==> config.mk <==
export PLATFORM = sky130hd
export DESIGN_NAME = thermal_alarm_event_logic
export DESIGN_NICKNAME = d
export VERILOG_FILES = /design/src/shared/thermal_alarm_pkg.sv /design/src/thermal_alarm_event_logic.sv
export VERILOG_INCLUDE_DIRS = /design/src /design/src/shared
export SDC_FILE = /design/constraint.sdc
export NUM_CORES = 1
export LEC_CHECK = 0
export CORE_MARGIN = 3
export CORE_UTILIZATION = 60
export DETAILED_ROUTE_END_ITERATION = 10
export DONT_BUFFER_PORTS = 1
export PLACE_DENSITY_LB_ADDON = 0.3
export SYNTH_ARGS = -nofsm -noshare
export SYNTH_HDL_FRONTEND = slang
export SYNTH_SLANG_ARGS = --single-unit
==> constraint.sdc <==
create_clock -name clock_i -period 8.8 [get_ports clock_i]
set_input_delay 0.88 -clock clock_i [delete_from_list [all_inputs] [get_ports clock_i]]
set_output_delay 0.88 -clock clock_i [all_outputs]
set_load 0.1 [all_outputs]
==> src/shared/thermal_alarm_cfg.svh <==
// Constants of the thermal alarm block: register offsets, field positions,
// reset values, hysteresis steps and bus address prefixes.
// Assumes inclusion by bare name from the package and the design file.
`ifndef THERMAL_ALARM_CFG_SVH
`define THERMAL_ALARM_CFG_SVH

`define OFF_SETUP        8'h00
`define OFF_UPPER        8'h04
`define OFF_LOWER        8'h08
`define OFF_CRIT         8'h0c
`define OFF_TEMP         8'h10
`define OFF_BUSOPT       8'h14
`define OFF_LINK         8'h18

`define SETUP_MODE_INT   0
`define SETUP_POL_HIGH   1
`define SETUP_CRIT_ONLY  2
`define SETUP_OUT_EN     3
`define SETUP_STATUS     4
`define SETUP_CLEAR      5
`define SETUP_WIN_LOCK   6
`define SETUP_CRIT_LOCK  7
`define SETUP_SHUTDOWN   8
`define SETUP_HYS_LO     9
`define SETUP_HYS_HI     10
`define BUSOPT_FREEZE    4

`define SETUP_RESET      16'h0000
`define BUSOPT_RESET     16'h0021
`define TRIP_RESET       13'h0000

`define TEMP_MSB         12
`define FLAG_CRIT        15
`define FLAG_ABOVE       14
`define FLAG_BELOW       13

// Hysteresis in temperature counts of 0.0625 degrees.
`define HYS_OFF          13'h0000
`define HYS_1P5          13'h0018
`define HYS_3P0          13'h0030
`define HYS_6P0          13'h0060

`define PREFIX_SENSOR    4'h3
`define PREFIX_EEPROM    4'ha
`define PREFIX_PROTECT   4'h6
`define ADDR_BITS        4'h8

`define RESP_OKAY        2'h0
`define RESP_SLVERR      2'h2
`endif

==> src/shared/thermal_alarm_pkg.sv <==
// Types of the thermal alarm block.
// Assumes the constants header is on the include path.
`include "thermal_alarm_cfg.svh"
package thermal_alarm_pkg;

  typedef enum logic [1:0] {LS_IDLE, LS_ADDR, LS_ACK, LS_HOLD} link_state_t;

  typedef struct packed {
    logic [2:0]  pins_s1;
    logic [2:0]  pins_s2;
    logic [1:0]  scl_s;
    logic [1:0]  sda_s;
    logic        scl_q;
    logic        sda_q;
    link_state_t link;
    logic [3:0]  bit_cnt;
    logic [7:0]  shift;
    logic [2:0]  addr_low;
    logic [6:0]  last_addr;
    logic [2:0]  hits;
    logic        sda_drive;
    logic [15:0] setup;
    logic [15:0] busopt;
    logic [12:0] upper;
    logic [12:0] lower;
    logic [12:0] crit;
    logic [12:0] temp;
    logic        above;
    logic        below;
    logic        crit_hit;
    logic        int_latch;
    logic        evt;
    logic        aw_held;
    logic        w_held;
    logic [7:0]  aw_addr;
    logic [31:0] w_data;
    logic [3:0]  w_strb;
    logic        bvalid;
    logic [1:0]  bresp;
    logic        rvalid;
    logic [31:0] rdata;
    logic [1:0]  rresp;
  } state_t;

endpackage : thermal_alarm_pkg

==> src/thermal_alarm_event_logic.sv <==
// Thermal alarm output logic with window and critical trips, setup word,
// temperature flags and two-wire slave address recognition.
// Assumes one 100 MHz clock, AXI4-Lite register access, a converter that
// strobes results in this clock domain, and pins sampled from outside.
//
// Summary of operation
// Slave address is a fixed 4-bit prefix plus three pin bits.
// Address pins are sampled at every bus start condition.
// Sensor answers only to its own prefix with the sampled pin bits.
// EEPROM data and protection prefixes are recognised with the pin bits.
// Undriven address pins read as zero through internal pull-downs.
// Bus bytes move most significant bit first on master clock edges.
// Alarm pin is open-drain: it only pulls low or releases.
// Setup bit 0 picks interrupt or comparator behaviour.
// Setup bit 2 picks all three bands or the critical band only.
// Setup bits 10 to 9 select the hysteresis subtracted from trips.
// Setup bit 6 locks window trips, bit 7 locks the critical trip.
// Alarm pin stays released after reset until setup bit 3 is set.
// Band and mode bits may change while the output stays enabled.
// Setup bit 1 selects active high or active low alarm.
// Setup bit 4 reads alarm status; bit 5 clears a latched alarm.
// Shutdown releases the alarm unless bus option bit 4 freezes it.
// Temperature word flags: critical, above window, below window.
// Comparator asserts outside the window, releases inside by hysteresis; code sets below under lower less hysteresis, clears at lower.
// Critical-only asserts at critical trip, releases below it less hysteresis.
// Interrupt mode latches each window crossing until software clears it.
// Inside the critical band behaviour is comparator, mode bit ignored.
// The master keeps the bus clock within its allowed rates.
// Writing one to clear releases an interrupt alarm until next trigger.
// A critical alarm is not cleared by software, only by cooling.
// Hysteresis choices are off, 1.5, 3 and 6 degrees.
// After reset the alarm is in comparator mode with status cleared.
// Comparisons and flags update when a new conversion result lands.
`timescale 1ns/10ps
`default_nettype none
`include "thermal_alarm_cfg.svh"

module thermal_alarm_event_logic (
  input  wire logic        clock_i,
  input  wire logic        resetn_i,
  // Conversion results, same clock domain.
  input  wire logic [12:0] temp_value_i,
  input  wire logic        temp_valid_i,
  // Address-select pins.
  input  wire logic        addr_sel_bit_zero_i,
  input  wire logic        addr_sel_bit_one_i,
  input  wire logic        addr_sel_bit_two_i,
  // Two-wire bus.
  input  wire logic        scl_i,
  input  wire logic        sda_i,
  output logic             sda_o,
  output logic             sda_oe_n_o,
  // Thermal alarm pin.
  output logic             alarm_o,
  output logic             alarm_oe_n_o,
  // AXI4-Lite slave.
  input  wire logic [7:0]  s_axi_awaddr_i,
  input  wire logic        s_axi_awvalid_i,
  output logic             s_axi_awready_o,
  input  wire logic [31:0] s_axi_wdata_i,
  input  wire logic [3:0]  s_axi_wstrb_i,
  input  wire logic        s_axi_wvalid_i,
  output logic             s_axi_wready_o,
  output logic [1:0]       s_axi_bresp_o,
  output logic             s_axi_bvalid_o,
  input  wire logic        s_axi_bready_i,
  input  wire logic [7:0]  s_axi_araddr_i,
  input  wire logic        s_axi_arvalid_i,
  output logic             s_axi_arready_o,
  output logic [31:0]      s_axi_rdata_o,
  output logic [1:0]       s_axi_rresp_o,
  output logic             s_axi_rvalid_o,
  input  wire logic        s_axi_rready_i
);

  thermal_alarm_pkg::state_t st;
  thermal_alarm_pkg::state_t next_st;

  ////////////////////////////////////////////////////////////////////////////
  // Helpers.

  function automatic logic [12:0] hys_count(input logic [1:0] sel);
    case (sel)
      2'h1:    hys_count = `HYS_1P5;
      2'h2:    hys_count = `HYS_3P0;
      2'h3:    hys_count = `HYS_6P0;
      default: hys_count = `HYS_OFF;
    endcase
  endfunction : hys_count

  // Merges a write word into a 16-bit register under byte strobes.
  function automatic logic [15:0] merge16(input logic [15:0] old,
                                          input logic [31:0] data,
                                          input logic [3:0]  strb);
    merge16 = old;
    if (strb[0]) begin
      merge16[7:0] = data[7:0];
    end
    if (strb[1]) begin
      merge16[15:8] = data[15:8];
    end
  endfunction : merge16

  function automatic logic lt(input logic [12:0] a, input logic [12:0] b);
    lt = $signed(a) < $signed(b);
  endfunction : lt

  ////////////////////////////////////////////////////////////////////////////
  // Next state.

  logic [12:0] hys;
  logic [12:0] t;
  logic        outside_old;
  logic        outside_new;
  logic        alarm_now;
  logic        do_write;
  logic        clear_req;
  logic [15:0] wval;
  logic [15:0] temp_word;
  logic        scl_rise;
  logic        scl_fall;
  logic        start_cond;
  logic        stop_cond;
  logic [3:0]  prefix;

  always_comb begin
    next_st     = st;
    hys         = hys_count(st.setup[`SETUP_HYS_HI:`SETUP_HYS_LO]);
    t           = temp_value_i;
    outside_old = st.above | st.below;
    outside_new = outside_old;
    alarm_now   = 1'b0;
    clear_req   = 1'b0;
    wval        = 16'h0000;
    prefix      = 4'h0;
    temp_word   = {st.crit_hit, st.above, st.below, st.temp};

    // Pin and bus synchronisers; only the second stages and the delayed bus copies feed logic.
    next_st.pins_s1 = {addr_sel_bit_two_i, addr_sel_bit_one_i,
                       addr_sel_bit_zero_i};
    next_st.pins_s2 = st.pins_s1;
    next_st.scl_s   = {st.scl_s[0], scl_i};
    next_st.sda_s   = {st.sda_s[0], sda_i};
    next_st.scl_q   = st.scl_s[1];
    next_st.sda_q   = st.sda_s[1];
    scl_rise   = st.scl_s[1] & ~st.scl_q;
    scl_fall   = ~st.scl_s[1] & st.scl_q;
    start_cond = st.scl_s[1] & st.scl_q & ~st.sda_s[1] & st.sda_q;
    stop_cond  = st.scl_s[1] & st.scl_q & st.sda_s[1] & ~st.sda_q;

    // Two-wire address phase.
    case (st.link)
      thermal_alarm_pkg::LS_IDLE: begin
      end
      thermal_alarm_pkg::LS_ADDR: begin
        if (scl_rise) begin
          next_st.shift   = {st.shift[6:0], st.sda_s[1]};
          next_st.bit_cnt = st.bit_cnt + 4'h1;
        end else if (scl_fall && st.bit_cnt == `ADDR_BITS) begin
          prefix            = st.shift[7:4];
          next_st.last_addr = st.shift[7:1];
          next_st.hits = {prefix == `PREFIX_PROTECT && st.shift[3:1] == st.addr_low,
                          prefix == `PREFIX_EEPROM && st.shift[3:1] == st.addr_low,
                          prefix == `PREFIX_SENSOR && st.shift[3:1] == st.addr_low};
          if (prefix == `PREFIX_SENSOR && st.shift[3:1] == st.addr_low) begin
            next_st.sda_drive = 1'b1;
            next_st.link      = thermal_alarm_pkg::LS_ACK;
          end else begin
            next_st.link = thermal_alarm_pkg::LS_HOLD;
          end
        end
      end
      thermal_alarm_pkg::LS_ACK: begin
        if (scl_fall) begin
          next_st.sda_drive = 1'b0;
          next_st.link      = thermal_alarm_pkg::LS_HOLD;
        end
      end
      thermal_alarm_pkg::LS_HOLD: begin
      end
      default: next_st.link = thermal_alarm_pkg::LS_IDLE;
    endcase
    if (start_cond) begin
      next_st.addr_low  = st.pins_s2;
      next_st.bit_cnt   = 4'h0;
      next_st.sda_drive = 1'b0;
      next_st.link      = thermal_alarm_pkg::LS_ADDR;
    end else if (stop_cond) begin
      next_st.sda_drive = 1'b0;
      next_st.link      = thermal_alarm_pkg::LS_IDLE;
    end

    // AXI4-Lite write channel: address and data taken in either order.
    if (s_axi_awvalid_i && !st.aw_held && !st.bvalid) begin
      next_st.aw_held = 1'b1;
      next_st.aw_addr = s_axi_awaddr_i;
    end
    if (s_axi_wvalid_i && !st.w_held && !st.bvalid) begin
      next_st.w_held = 1'b1;
      next_st.w_data = s_axi_wdata_i;
      next_st.w_strb = s_axi_wstrb_i;
    end
    do_write = st.aw_held & st.w_held;
    if (do_write) begin
      next_st.aw_held = 1'b0;
      next_st.w_held  = 1'b0;
      next_st.bvalid  = 1'b1;
      next_st.bresp   = `RESP_OKAY;
      case (st.aw_addr)
        `OFF_SETUP: begin
          wval = merge16(st.setup, st.w_data, st.w_strb);
          clear_req = wval[`SETUP_CLEAR];
          wval[`SETUP_CLEAR]  = 1'b0;
          wval[`SETUP_STATUS] = 1'b0;
          next_st.setup = wval;
          // Entering interrupt mode drops a comparator alarm.
          if (wval[`SETUP_MODE_INT] && !st.setup[`SETUP_MODE_INT]) begin
            next_st.int_latch = 1'b0;
          end
        end
        `OFF_UPPER: begin
          wval = merge16({3'h0, st.upper}, st.w_data, st.w_strb);
          if (!st.setup[`SETUP_WIN_LOCK]) begin
            next_st.upper = wval[`TEMP_MSB:0];
          end
        end
        `OFF_LOWER: begin
          wval = merge16({3'h0, st.lower}, st.w_data, st.w_strb);
          if (!st.setup[`SETUP_WIN_LOCK]) begin
            next_st.lower = wval[`TEMP_MSB:0];
          end
        end
        `OFF_CRIT: begin
          wval = merge16({3'h0, st.crit}, st.w_data, st.w_strb);
          if (!st.setup[`SETUP_CRIT_LOCK]) begin
            next_st.crit = wval[`TEMP_MSB:0];
          end
        end
        `OFF_BUSOPT: next_st.busopt = merge16(st.busopt, st.w_data, st.w_strb);
        `OFF_TEMP, `OFF_LINK: begin
        end
        default: next_st.bresp = `RESP_SLVERR;
      endcase
    end else if (st.bvalid && s_axi_bready_i) begin
      next_st.bvalid = 1'b0;
    end

    // Software clear of the interrupt latch; a crossing below still wins.
    if (clear_req) begin
      next_st.int_latch = 1'b0;
    end

    // Alarm evaluation on each new conversion result, paused in shutdown.
    if (temp_valid_i && !st.setup[`SETUP_SHUTDOWN]) begin
      next_st.temp = t;
      // Critical band: set at trip, held until below trip less hysteresis.
      if (!lt(t, st.crit)) begin
        next_st.crit_hit = 1'b1;
      end else if (lt(t, st.crit - hys)) begin
        next_st.crit_hit = 1'b0;
      end
      // Window: upper trip with hysteresis on the way back in, lower trip with hysteresis on the way out.
      if (lt(st.upper, t)) begin
        next_st.above = 1'b1;
      end else if (!lt(st.upper - hys, t)) begin
        next_st.above = 1'b0;
      end
      if (lt(t, st.lower - hys)) begin
        next_st.below = 1'b1;
      end else if (!lt(t, st.lower)) begin
        next_st.below = 1'b0;
      end
      outside_new = next_st.above | next_st.below;
      if (outside_new != outside_old) begin
        next_st.int_latch = 1'b1;
      end
    end

    // Output decision.
    if (st.setup[`SETUP_CRIT_ONLY]) begin
      alarm_now = st.crit_hit;
    end else if (st.crit_hit) begin
      alarm_now = 1'b1;
    end else if (st.setup[`SETUP_MODE_INT]) begin
      alarm_now = st.int_latch;
    end else begin
      alarm_now = st.above | st.below;
    end
    if (st.setup[`SETUP_SHUTDOWN]) begin
      next_st.evt = st.busopt[`BUSOPT_FREEZE] & st.evt;
    end else begin
      next_st.evt = alarm_now;
    end

    // AXI4-Lite read channel.
    if (s_axi_arvalid_i && !st.rvalid) begin
      next_st.rvalid = 1'b1;
      next_st.rresp  = `RESP_OKAY;
      next_st.rdata  = 32'h0000_0000;
      case (s_axi_araddr_i)
        `OFF_SETUP: begin
          next_st.rdata[15:0] = st.setup;
          next_st.rdata[`SETUP_STATUS] = st.evt;
        end
        `OFF_UPPER:  next_st.rdata[12:0] = st.upper;
        `OFF_LOWER:  next_st.rdata[12:0] = st.lower;
        `OFF_CRIT:   next_st.rdata[12:0] = st.crit;
        `OFF_TEMP:   next_st.rdata[15:0] = temp_word;
        `OFF_BUSOPT: next_st.rdata[15:0] = st.busopt;
        `OFF_LINK:   next_st.rdata[12:0] = {st.hits, st.addr_low, st.last_addr};
        default:     next_st.rresp = `RESP_SLVERR;
      endcase
    end else if (st.rvalid && s_axi_rready_i) begin
      next_st.rvalid = 1'b0;
    end
  end

  ////////////////////////////////////////////////////////////////////////////
  // State register.

  always_ff @(posedge clock_i or negedge resetn_i) begin
    if (!resetn_i) begin
      st        <= '0;
      st.link   <= thermal_alarm_pkg::LS_IDLE;
      st.scl_s  <= 2'h3;
      st.sda_s  <= 2'h3;
      st.scl_q  <= 1'b1;
      st.sda_q  <= 1'b1;
      st.setup  <= `SETUP_RESET;
      st.busopt <= `BUSOPT_RESET;
      st.upper  <= `TRIP_RESET;
      st.lower  <= `TRIP_RESET;
      st.crit   <= `TRIP_RESET;
    end else begin
      st <= next_st;
    end
  end

  ////////////////////////////////////////////////////////////////////////////
  // Outputs.

  always_comb begin
    sda_o      = 1'b0;
    sda_oe_n_o = ~st.sda_drive;
    alarm_o    = 1'b0;
    // Pulls low for an asserted active-low alarm or an idle active-high one.
    alarm_oe_n_o = ~(st.setup[`SETUP_OUT_EN] &
                     (st.evt ^ st.setup[`SETUP_POL_HIGH]));
  end

  assign s_axi_awready_o = ~st.aw_held & ~st.bvalid;
  assign s_axi_wready_o  = ~st.w_held & ~st.bvalid;
  assign s_axi_bvalid_o  = st.bvalid;
  assign s_axi_bresp_o   = st.bresp;
  assign s_axi_arready_o = ~st.rvalid;
  assign s_axi_rvalid_o  = st.rvalid;
  assign s_axi_rdata_o   = st.rdata;
  assign s_axi_rresp_o   = st.rresp;

endmodule : thermal_alarm_event_logic
`default_nettype wire

==> results_dict.tcl <==
set metrics [dict create \
    reg2reg_depth 16 \
    clockPowerShare_pct 28.5 \
    intPower_mw 1.77 \
    synth_edf_count 0 \
    wire_per_inst_microns 19.2 \
    max_freq_mhz 230 \
    row_count 46 \
    mostFrequentLayoutCell "dfrtp_1" \
    r2r_end "st[85]" \
    cpLargestDelayFamily "simple AND/OR/NAND/NOR gates" \
    cpMostUsedCell "ha_1" \
    post-cts-setup-buffers 0 \
    grt_overflow 0 \
    combPwrFrac_pct 29.9 \
    synth.distinct_cells 61 \
    synth_warnings 0 \
    finalHoldViolCount 0 \
    min_path_type "input port to asynchronous set/reset pin" \
    relSlewSlack_pct 27.1 \
    critPathKind "register to register" \
    timing.final.crit_share_pct 49.5 \
    ir_drop_uv 262 \
    core-area_sq_mm 0.0162 \
    p_seq_share_pct 41.6 \
    crit_path_start_kind "register" \
    drt-total-wl_microns 22900 \
    synth-async-reset-ratio_pct 100 \
    grt_pass1_wl_microns 36400 \
    place_ws_ns 4.55 \
    ys_seq_area_share_pct 43.2 \
    p_per_area_mw_per_mm2 262 \
    dr.pass1.iters 8 \
    die_x_microns 136 \
    grt_usage_pct 25.6 \
    antenna_found_initial 0 \
    fin_tns_setup_ns 0 \
    p_sw_share_pct 37.1 \
    htreeDepth 4 \
    cp_slowest_stage_delay_ns 0.53 \
    synth_ff_type "dfrtp_1" \
    portBuffers 0 \
    finClkSkew_ns 0.00954 \
    leakage_nw 5.06 \
    maxCapViolations 0 \
    vias_per_cell 5.96 \
    syn_area_per_cell_sq_um 10.3 \
    regToRegSetupSlack_ns 4.45 \
    syn_inst 989 \
    drt_iter0_markers 521 \
    syn2layout_area_growth_pct 5.93 \
    ioPinCount 123 \
    gp_congestion 0.941 \
    final_core_util_pct 66.2 \
    cp-end-kind "register" \
    dpl.hpwl_microns 16900 \
    yosys.area.top_type "dfrtp_1" \
    rr_startpoint "st[166]" \
    numCtsBuffers 17 \
    setup_slack_ns 4.45 \
    cts_root_buffer "clkbuf_16" \
    final_layout_size_suffix_gt1_share_pct 17.5 \
    layout.nets 1131 \
    grt_max_degree 176 \
    num_vias 7122 \
    syn-cell-area_sq_mm 0.0101 \
    cp_data_arrival_time_ns 4.70 \
    worst-path-buf-inv 1 \
    rsz0062_at_grt "no" \
    cts.sinks 175 \
    synth_top_area_share_pct 41.2 \
    final_cell_mix "dfrtp_1, nand2_1, mux2_2" \
    drv_slew 0 \
    path_max_fanout 6 \
    drcViolationCount 0 \
    path_clk_slew_ns 0.07 \
    clkLatencyLatePin_ns 0.43 \
    netSwitchingPower_mw 1.04 \
    clockBufferDepth 2 \
    die_area_sq_mm 0.0185 \
    final_antenna_net_count 0 \
    cp_slowest_cell "or4_1" \
    cp.required_ns 9.15 \
    netlist_top_cells_area "dfrtp_1, mux2_2, ha_1" \
    grt_pass1_vias 6848 \
    cts_tree "yes" \
    synth-seq-cells 175 \
    start_util_pct 62.5 \
    setup_viol 0 \
    post_cts_resized 0 \
    antenna_cells 0 \
    timing.final.crit_period_ns 4.35 \
    cp_cell_sequence "inv_1 -> ha_1 -> ha_1 -> nor2b_1 -> o21a_1 -> o21ai_0 -> nand2_1 -> nor3_1 -> xor2_1 -> ha_1 -> nand2_1 -> nor4_1 -> nand4b_1 -> and3_1 -> or4_1 -> o211ai_1" \
    tightest_slew_ns 1.09 \
    fp.dieH_microns 136 \
    status "finished clean" \
    power.total_mw 2.81 \
    postCtsHoldBufs 0 \
]
[cell usage after synthesis, types with 6 or more instances]
cell type,count
a21o_1,17
a21oi_1,31
a222oi_1,12
a22o_1,13
a31oi_1,6
buf_4,41
clkbuf_1,19
dfrtp_1,167
dfstp_2,8
ha_1,85
inv_1,62
mux2_2,109
nand2_1,151
nand2b_1,11
nand3_1,10
nand3b_1,7
nand4_1,9
nor2_1,30
nor2b_1,10
nor3_1,12
nor4_1,7
o21ai_0,70
xnor2_1,24
xor2_1,6
[registers in the layout, indices dropped and copies added (netlist names)]
signal	cells
next_st	7
s_axi_bresp_o	1
s_axi_bvalid_o	1
s_axi_rdata_o	16
s_axi_rresp_o	1
s_axi_rvalid_o	1
st	148
[worst max path at each step]
| stage | startpoint | end | slack (ns) | cells past startpoint |
|---|---|---|---|---|
| after floorplan | st[166] | st[85] | 5.14 | 16 |
| after global placement | st[166] | st[85] | 4.62 | 16 |
| after detailed placement | st[166] | st[85] | 4.55 | 16 |
| after CTS | st[166] | st[85] | 4.52 | 16 |
| after global routing | st[166] | st[85] | 4.08 | 16 |
| final | st[166] | st[85] | 4.45 | 16 |
[per-layer routing]
layer  share of wire, %  routed length, microns  global-route usage [%]
met1                 45                   10300                    35.3
met2                 47                   10800                    39.8
met3                5.2                    1190                    5.63
met4                2.9                     668                    9.35
met5                  0                       0                       0
[power groups by stage]
| stage | clock, mW | combinational, mW | sequential [mW] |
|---|---|---|---|
| 2_1_floorplan | 0 | 0.734 | 1.08 |
| 3_3_place_gp | 0 | 0.805 | 1.17 |
| 3_5_place_dp | 0 | 0.831 | 1.18 |
| 4_1_cts | 0.815 | 0.839 | 1.17 |
| 5_1_grt | 0.852 | 0.941 | 1.19 |
| 6_report | 0.803 | 0.841 | 1.17 |
[metrics by stage]
stage               instance area (sq um)  cells  hold WS, ns
detailed placement                  10100   1162        0.336
global route                        10800   1194        0.111
floorplan                           10200   1008        0.331
global placement                    10100   1162        0.335
CTS                                 10800   1194        0.124
finish                              10800   1194        0.135
[area by class of cell]
type | instances | area (sq um)
clock inverters | 14 | 199
multi-input cells | 704 | 5190
repair buffers | 5 | 37.5
flip-flops and latches | 175 | 4390
fillers | 1268 | 5480
inverters | 62 | 233
clock buffers | 18 | 429
well taps | 216 | 270
[worst reg2reg max path: stages, from the launching register on]
cell	delay (ns)
dfrtp_1	0.41
inv_1	0.08
ha_1	0.48
ha_1	0.29
nor2b_1	0.13
o21a_1	0.17
o21ai_0	0.28
nand2_1	0.14
nor3_1	0.19
xor2_1	0.10
ha_1	0.30
nand2_1	0.09
nor4_1	0.49
nand4b_1	0.21
and3_1	0.21
or4_1	0.53
o211ai_1	0.19
[logic make-up (layout without fill, tap and decap cells)]
kind of cell / Yosys count / count (layout) / synth area share, %
other cells: 1 / 20 / 0.0369
simple gates: 279 / 279 / 13.2
fa+ha+maj: 88 / 88 / 11.1
compound gates: 177 / 177 / 11.3
xor+xnor: 30 / 30 / 2.59
buf+inv: 129 / 99 / 6.42
flops: 175 / 175 / 43.2
mux: 110 / 110 / 12.2
Note: power is estimated with default switching activity, not from simulation.
